## src/core/pn_pkg.sv

```systemverilog
package pn_pkg;

  // Bus geometry: byte address is four times the register index
  localparam int ADR_W = 18;
  localparam int IDX_W = 16;

  // Register indices as printed
  localparam logic [15:0] DIR_INDEX = 16'hffd0;
  localparam logic [15:0] VALUE_INDEX = 16'hffd2;

  // Values after reset and hardware standby
  localparam logic [7:0] DIR_RESET = 8'hc0;
  localparam logic [7:0] VALUE_RESET = 8'hc0;

  // Read patterns
  localparam logic [7:0] DIR_READ = 8'hff;
  localparam logic [7:0] FIXED_ONES = 8'hc0;
  localparam logic [7:0] UNMAPPED_READ = 8'h00;

  // Bits that reach a pin (4, 2, 0) and spare storage bits (5, 3, 1)
  localparam logic [5:0] PIN_BITS = 6'h15;
  localparam logic [5:0] SPARE_BITS = 6'h2a;

  // Field positions of the three pins in the data register
  localparam int BIT_PIN_FOUR = 4;
  localparam int BIT_PIN_TWO = 2;
  localparam int BIT_PIN_ZERO = 0;

  // Pad vector positions of the three pins
  localparam int PAD_FOUR = 2;
  localparam int PAD_TWO = 1;
  localparam int PAD_ZERO = 0;

  // Controls that the serial comm unit hands to the port
  typedef struct packed {
    logic sck_in_mode;
    logic sck_out_mode;
    logic sck_out;
    logic rx_en;
    logic tx_en;
    logic tx_data;
  } pn_serial_s;

  // Pad drive: level and active-low output enable per pin
  typedef struct packed {
    logic [2:0] level;
    logic [2:0] oe_n;
  } pn_pad_s;

endpackage : pn_pkg

```

## src/core/pn_port_nine.sv

```systemverilog
// Operation
// - Three pins at port bits 4, 2, 0
// - Pins shared with serial unit and interrupt
// - Direction 1 drives output, 0 is input
// - Direction register reads as all ones
// - Direction loads 0xc0 on reset, hardware standby
// - Software standby holds driven output levels
// - Output pins read back stored value
// - Input pins read back live level
// - Bits 7 and 6 fixed at one
// - Spare bits 5, 3, 1 store only
// - Spare bits read one when direction zero
// - Data loads 0xc0 on reset, hardware standby
//
// Design decision made here: the Wishbone slave port.
`timescale 1ns/1ps

module pn_port_nine (
  input wire logic clk_i,
  input wire logic rst_i,
  input wire logic hw_standby_i,
  input wire logic sw_standby_i,
  input wire logic wb_cyc_i,
  input wire logic wb_stb_i,
  input wire logic wb_we_i,
  input wire logic [pn_pkg::ADR_W-1:0] wb_adr_i,
  input wire logic [3:0] wb_sel_i,
  input wire logic [31:0] wb_dat_i,
  output logic [31:0] wb_dat_o,
  output logic wb_ack_o,
  input wire logic [2:0] pad_i,
  output pn_pkg::pn_pad_s pad_o,
  input wire pn_pkg::pn_serial_s serial_i,
  output logic serial_rxd_o,
  output logic serial_sck_o,
  output logic external_interrupt_line_four_n_o
);

  // Stored register bits; bits 7 and 6 are constants
  logic [5:0] dir;
  logic [5:0] next_dir;
  logic [5:0] value;
  logic [5:0] next_value;

  // Bus answer state
  logic ack;
  logic next_ack;
  logic [7:0] rdata;
  logic [7:0] next_rdata;

  // Pad and level outputs
  pn_pkg::pn_pad_s pad;
  pn_pkg::pn_pad_s next_pad;
  logic rxd;
  logic next_rxd;
  logic sck;
  logic next_sck;
  logic irq_n;
  logic next_irq_n;

  // Decode; the low two address bits are ignored
  logic access;
  logic hit_dir;
  logic hit_val;
  logic wr;
  logic [7:0] port_view;

  assign access = wb_cyc_i & wb_stb_i;
  assign hit_dir = wb_adr_i[pn_pkg::ADR_W-1:2] == pn_pkg::DIR_INDEX;
  assign hit_val = wb_adr_i[pn_pkg::ADR_W-1:2] == pn_pkg::VALUE_INDEX;
  // Write lands at the edge the master samples ack; only lane 0 holds data
  assign wr = access & wb_we_i & ack & wb_sel_i[0];

  // Register next values; hardware standby wins over any write
  always_comb begin
    next_dir = dir;
    next_value = value;
    if (hw_standby_i) begin
      next_dir = pn_pkg::DIR_RESET[5:0];
      next_value = pn_pkg::VALUE_RESET[5:0];
    end else if (wr && hit_dir) begin
      next_dir = wb_dat_i[5:0];
    end else if (wr && hit_val) begin
      next_value = wb_dat_i[5:0];
    end
  end

  // Read view of the data register
  always_comb begin
    port_view = pn_pkg::FIXED_ONES;
    for (int i = 0; i < 6; i++) begin
      if (dir[i]) begin
        port_view[i] = value[i];
      end else if (pn_pkg::PIN_BITS[i]) begin
        port_view[i] = pad_i[i/2];
      end else begin
        port_view[i] = 1'b1;
      end
    end
  end

  // Bus slave: one wait state, ack lasts one cycle, unmapped reads zero
  always_comb begin
    next_ack = access & ~ack;
    next_rdata = rdata;
    if (access && !ack) begin
      if (hit_dir) begin
        next_rdata = pn_pkg::DIR_READ;
      end else if (hit_val) begin
        next_rdata = port_view;
      end else begin
        next_rdata = pn_pkg::UNMAPPED_READ;
      end
    end
  end

  // Pin functions from the next register values so pins move with them
  always_comb begin
    next_pad.oe_n = 3'h7;
    next_pad.level = 3'h0;
    // Pin four: clock line of the serial unit or plain port bit
    if (serial_i.sck_in_mode) begin
      next_pad.oe_n[pn_pkg::PAD_FOUR] = 1'b1;
    end else if (serial_i.sck_out_mode) begin
      next_pad.oe_n[pn_pkg::PAD_FOUR] = 1'b0;
      next_pad.level[pn_pkg::PAD_FOUR] = serial_i.sck_out;
    end else begin
      next_pad.oe_n[pn_pkg::PAD_FOUR] = ~next_dir[pn_pkg::BIT_PIN_FOUR];
      next_pad.level[pn_pkg::PAD_FOUR] = next_value[pn_pkg::BIT_PIN_FOUR];
    end
    // Pin two: receive line overrides the port when enabled
    if (serial_i.rx_en) begin
      next_pad.oe_n[pn_pkg::PAD_TWO] = 1'b1;
    end else begin
      next_pad.oe_n[pn_pkg::PAD_TWO] = ~next_dir[pn_pkg::BIT_PIN_TWO];
      next_pad.level[pn_pkg::PAD_TWO] = next_value[pn_pkg::BIT_PIN_TWO];
    end
    // Pin zero: transmit line overrides the port when enabled
    if (serial_i.tx_en) begin
      next_pad.oe_n[pn_pkg::PAD_ZERO] = 1'b0;
      next_pad.level[pn_pkg::PAD_ZERO] = serial_i.tx_data;
    end else begin
      next_pad.oe_n[pn_pkg::PAD_ZERO] = ~next_dir[pn_pkg::BIT_PIN_ZERO];
      next_pad.level[pn_pkg::PAD_ZERO] = next_value[pn_pkg::BIT_PIN_ZERO];
    end
    // Software standby freezes the whole pad state, not just port bits
    if (sw_standby_i) begin
      next_pad = pad;
    end
  end

  // Levels handed to the serial unit and interrupt logic, one cycle late
  always_comb begin
    next_rxd = pad_i[pn_pkg::PAD_TWO];
    next_sck = pad_i[pn_pkg::PAD_FOUR];
    next_irq_n = pad_i[pn_pkg::PAD_FOUR];
  end

  // State registers; reset takes constants only
  always_ff @(posedge clk_i) begin
    if (rst_i) begin
      dir <= pn_pkg::DIR_RESET[5:0];
      value <= pn_pkg::VALUE_RESET[5:0];
      ack <= 1'b0;
      rdata <= 8'h00;
      pad.oe_n <= 3'h7;
      pad.level <= 3'h0;
      rxd <= 1'b1;
      sck <= 1'b1;
      irq_n <= 1'b1;
    end else begin
      dir <= next_dir;
      value <= next_value;
      ack <= next_ack;
      rdata <= next_rdata;
      pad <= next_pad;
      rxd <= next_rxd;
      sck <= next_sck;
      irq_n <= next_irq_n;
    end
  end

  // Outputs straight from flops; upper data lanes read zero
  assign wb_ack_o = ack;
  assign wb_dat_o = {24'h000000, rdata};
  assign pad_o = pad;
  assign serial_rxd_o = rxd;
  assign serial_sck_o = sck;
  assign external_interrupt_line_four_n_o = irq_n;
endmodule : pn_port_nine

```

## config.mk

```make
export PLATFORM = sky130hd
export DESIGN_NAME = pn_port_nine
export DESIGN_NICKNAME = d
export VERILOG_FILES = /design/src/core/pn_pkg.sv /design/src/core/pn_port_nine.sv
export SDC_FILE = /design/constraint.sdc
export NUM_CORES = 1
export LEC_CHECK = 0
export ABC_AREA = 0
export CAP_MARGIN = 20
export CORE_MARGIN = 5
export CORE_UTILIZATION = 55
export DETAILED_ROUTE_END_ITERATION = 12
export DONT_BUFFER_PORTS = 1
export PLACE_DENSITY_LB_ADDON = 0.08
export SKIP_CTS_REPAIR_TIMING = 1
export SYNTH_ARGS = -nofsm -noshare
export SYNTH_HDL_FRONTEND = slang
export SYNTH_SLANG_ARGS = --single-unit
```

## constraint.sdc

```tcl
create_clock -name clk_i -period 2.42 [get_ports clk_i]
set_clock_uncertainty 0.15 [all_clocks]
set_input_delay 0.121 -clock clk_i [delete_from_list [all_inputs] [get_ports clk_i]]
set_output_delay 0.121 -clock clk_i [all_outputs]
set_load 0.01 [all_outputs]
```

# Yosys cells after proc, flatten, opt, wreduce, memory -nomap -nowiden
# Index checks and enable logic that the tools add are counted.
dict set report word_totals {
  ff_bits 29
  out_inout_bits 42
  elab_cells 49
}
dict set report op_classes {
  muxes 21
  eq_ne 2
  bitwise_logic 10
  reduce_logical 6
}
# operator n
set ops {}
lappend ops {{$eq A16 B16 Y1 const B} 2}
lappend ops {{$mux W5} 5}
lappend ops {{$mux W8} 2}
lappend ops {{$mux W1} 14}
lappend ops {{$and A1 B1 Y1} 5}
lappend ops {{$not A1 Y1} 5}
lappend ops {{$logic_and A1 B1 Y1} 3}
lappend ops {{$reduce_and A2 Y1} 1}
lappend ops {{$reduce_or A2 Y1} 1}
lappend ops {{$logic_not A1 Y1} 1}

# Longest topological paths before layout
dict set report logic_depth {
  word_depth 10
  depth_mapped 5
  mapped_depth_nobuf 4
}

# Least setup slack after synthesis
# No wires, ideal clock.
dict set report synth_timing {
  path_kind {reg2reg}
  start {register ack (netlist: wb_ack_o)}
  end {register pad, in the netlist pad_o[2]}
  path_stages_with_launch 6
  slack_ns 0.790
  path_buffers 1
  arrival_time_ns 1.389
  synth_period_minus_slack_ns 1.630
  cell_sequence {dfxtp_1 -> and4_1 -> and4b_1 -> buf_1 -> a21oi_1 -> a311oi_1}
}
dict set report synth_via {
  elab_chain_len 8
}
# item line_no
set synth_rtl {}
lappend synth_rtl {{from (decl)} pn_port_nine.sv:46} ;# logic ack;
lappend synth_rtl {{from (signal assigned)} pn_port_nine.sv:174} ;# ack <= next_ack;
lappend synth_rtl {{$and A1 B1 Y1 (2 in a row)} pn_port_nine.sv:72} ;# assign wr = access & wb_we_i & ack & wb_sel_i[0];
lappend synth_rtl {{$logic_and A1 B1 Y1} pn_port_nine.sv:81} ;# end else if (wr && hit_dir) begin
lappend synth_rtl {{$mux W5} pn_port_nine.sv:81}
lappend synth_rtl {{$mux W5} pn_port_nine.sv:78} ;# if (hw_standby_i) begin
lappend synth_rtl {{$not A1 Y1} pn_port_nine.sv:128} ;# next_pad.oe_n[pn_pkg::PAD_FOUR] = ~next_dir[pn_pkg::BIT_PIN_FOUR];
lappend synth_rtl {{$mux W1} pn_port_nine.sv:124} ;# end else if (serial_i.sck_out_mode) begin
lappend synth_rtl {{$mux W1} pn_port_nine.sv:122} ;# if (serial_i.sck_in_mode) begin
lappend synth_rtl {{to (signal assigned)} pn_port_nine.sv:176} ;# pad <= next_pad;
lappend synth_rtl {{to (decl)} pn_port_nine.sv:52} ;# pn_pkg::pn_pad_s pad;
# Every way passes these cells.
# A chain may end at the register's enable or synchronous reset.

# Final worst setup path
dict set report layout_timing {
  start {register ack (netlist: wb_ack_o)}
  end {register dir[0]}
}
dict set report layout_via {
  elab_chain_len 5
}
# item line_no
set layout_rtl {}
lappend layout_rtl {{$and A1 B1 Y1 (2 in a row)} pn_port_nine.sv:72}
lappend layout_rtl {{$logic_and A1 B1 Y1} pn_port_nine.sv:81}
lappend layout_rtl {{$mux W5} pn_port_nine.sv:81}
lappend layout_rtl {{$mux W5} pn_port_nine.sv:78}
lappend layout_rtl {{to (signal assigned)} pn_port_nine.sv:162} ;# dir <= pn_pkg::DIR_RESET[5:0];
lappend layout_rtl {{to (signal assigned)} pn_port_nine.sv:172} ;# dir <= next_dir;
lappend layout_rtl {{to (decl)} pn_port_nine.sv:40} ;# logic [5:0] dir;
# Every way passes these cells.

==> out/metrics.cfg <==
[placement]
gp_congestion = 0.806
port_buffers = 0
dp_hpwl_um = 2880
pre_cts_ws_ns = 0.640

[timing]
relSlewSlack = 0.610
rsz0062_at_grt = false
fin_crit_sh = 0.944
fin_hold_ws_ns = -0.0483
report.final.setup_viol = 0
max_freq_mhz = 438
fin_crit_ns = 2.28
tightest_slew_ns = 0.583
setup_tns_ns = 0
fin_ws_ns = 0.136
slew_viol_final = 0
hold_viol = 6

[die]
rows = 19
die_h_um = 64.1
core-area_sq_mm = 0.00278
dieArea_sq_mm = 0.00411
ios = 112
chipWidth_um = 64.1
initial_utilization = 0.579

[synth]
synth_top_cell_by_area = dfxtp_1
synth_top_area_share = 0.348
avgSynthCellArea_sq_um = 8.01
yosys_warnings = 0
ys_seq_area_frac = 0.348
ys_ff_latch = 28
yosys.cell_types.count = 36
syn_inst = 201
synthesis.area_sq_mm = 0.00161
synth_area_leaders = dfxtp_1 35%, buf_4 12%, a21oi_1 8.7%

[power_and_ir_drop]
power_frac_seq = 0.540
internal-power_mw = 0.672
clkPwrFrac = 0.351
cellLeakagePower_nw = 0.616
powerDensity_mw_per_mm2 = 491
p_switching_mw = 0.204
ir_drop_v = 0.000379
power_mw = 0.876
pwr-share-comb = 0.109
switching_share = 0.233

[critical_path]
cp_data_arrival_time_ns = 2.42
rr_worst_depth = 5
cpPeakStageDelay_ns = 0.56
critPathLaunchType = flop
crit_slowest_cell = dlygate4sd3_1
required_ns = 2.56
crit_fanout = 9
reg2reg_slack_ns = 0.14
end_kind = flop
crit_chain = and4_1, and4b_1, nand3_1, a21oi_1, dlygate4sd3_1
crit_type = reg2reg

[cts]
clk_pin_slew_ns = 0.16
clkLatencyLatePin_ns = 0.33
cts-root-buf = clkbuf_4
tritoncts = done
htree_num_levels = 1
clock_path_buffers = 2
cts.sinks = 28
cts_buffers = 3

[worst_hold_path]
worst_hold_path.num_cells = 2
holdCritPathClass = in2reg

[route]
drt_pass1_iterations = 4
drtIter0Drc = 57
totalWireLength_um = 4010
avgRoutedWirePerCell_um = 16.3
postRouteAntennaNets = 0
viasPerCell = 6.14
route.detailed.drc = 0
via_count = 1510

[finish]
seq_area_sq_um = 561
diodes = 0
multi_input_area_sq_um = 896
final_util = 0.642
syn_to_final_growth_pct = 10.9
drive_gt1_frac = 0.0605
finalNetCount = 286
num-fill-cells = 247

[run]
cap_violations = 0

[status]
status = finished with violations
violations = negative hold slack

[global_routing]
grt_pass1_wl_um = 6110
grt_overflow = 0
grt_start_max_net_pins = 21
antenna_found_initial = 0
grt_usage = 0.178
grt_pass1_vias = 1337

cell type report:
cell class	count	area share
clock inverters	1	0.0168
well taps	31	0.0217
repair buffers	23	0.129
inverters	2	0.00420
flip-flops and latches	28	0.314
multi-input cells	158	0.502
clock buffers	3	0.0126
registers in the layout, indices dropped and copies added (netlist names):
register and count:
dir 6, rdata 7, pad_o 6, wb_ack_o 1
serial_rxd_o 1, external_interrupt_line_four_n_o 1, value 6
metrics by stage:
stage	instances	instance area, sq um
after floorplan	224	1700
after global placement	219	1500
after detailed placement	219	1500
after CTS	223	1560
after global routing	246	1790
final	246	1790
cell usage in the layout, fill, tap and decap left out:
master         synthesis  final
dfxtp_1               28     28
a21oi_1               28     28
o2111ai_1              2      2
nor3_2                 1      1
dlygate4sd3_1          0     23
nor2_1                 6      6
nand4_1                9      9
nand3_1               14     14
clkbuf_4               0      3
nor4b_1                1      1
o221ai_1               2      2
nor3b_1                2      2
conb_1                 1     24
and3b_1                1      1
nand2_1               20     20
o21a_1                 1      1
and4_1                 2      2
nor3_1                 2      2
mux2i_1                3      3
nor3_4                 1      1
nand4b_1               3      3
o211ai_1               5      5
a211oi_1               1      1
and3_1                 2      2
bufinv_16              0      1
o21ai_0               12     12
inv_1                  2      2
a311oi_1               1      1
nand3b_1               2      2
nor4_4                 1      1
or2_2                  5      5
or4b_4                 1      1
nor4bb_1               1      1
and4b_1                2      2
nor4_1                 2      2
or2_1                  1      1
final timing paths:
| kind | start | to |
|---|---|---|
| worst max-delay path | wb_ack_o | dir[0] |
| worst min-delay path | rst_i | pad_o[2] |
| worst max register to register | wb_ack_o | dir[0] |
| worst min register to register | dir[5] | dir[5] |
power groups by stage:
stage               Sequential, mW  Combinational, mW  Clock [mW]
floorplan                    0.482             0.0882           0
global placement             0.483             0.0529           0
CTS                          0.473             0.0542       0.314
finish                       0.473             0.0951       0.308
detailed placement           0.483             0.0541           0
global route                 0.474              0.104       0.332
critical path, delay by kind of cell, from the launching register on:
family,cells,cell delay [ns]
DFF,1,0.44
AOI/OAI and AO/OA,1,0.15
and+or+nand+nor,3,0.94
buffers and inverters,1,0.56
synthesized netlist by cell type:
cell / n
nor4bb_1: 1
nor3_4: 1
a21oi_1: 28
nand4_1: 9
nand3b_1: 2
o221ai_1: 2
and3b_1: 1
or2_2: 5
and4_1: 2
or2_1: 1
conb_1: 1
a311oi_1: 1
a211oi_1: 1
nor4_4: 1
nor3b_1: 2
nand3_1: 14
nor3_1: 2
nor2_1: 6
o21a_1: 1
clkbuf_1: 8
o2111ai_1: 2
nor3_2: 1
mux2i_1: 3
inv_1: 2
or4b_4: 1
buf_1: 2
and3_1: 2
dfxtp_1: 28
o21ai_0: 12
nand4b_1: 3
nor4_1: 2
o211ai_1: 5
nand2_1: 20
and4b_1: 2
nor4b_1: 1
buf_4: 26
routing by layer:
metal	GRT usage	wire (um)	up-vias
met5	0	0	-
met4	0.0382	13	0
met3	0.0613	523	2
met2	0.289	1810	92
met1	0.230	1660	698
li1	-	-	718
kinds of logic (layout without fill, tap and decap cells):
| family | count (synthesis) | in the layout | synth area share |
|---|---|---|---|
| compound gates | 52 | 52 | 0.184 |
| buf+inv | 38 | 29 | 0.149 |
| flops | 28 | 28 | 0.348 |
| mux | 3 | 3 | 0.0186 |
| other cells | 1 | 24 | 0.00233 |
| simple gates | 79 | 79 | 0.298 |
No activity file was read; power rests on OpenSTA's default activity.
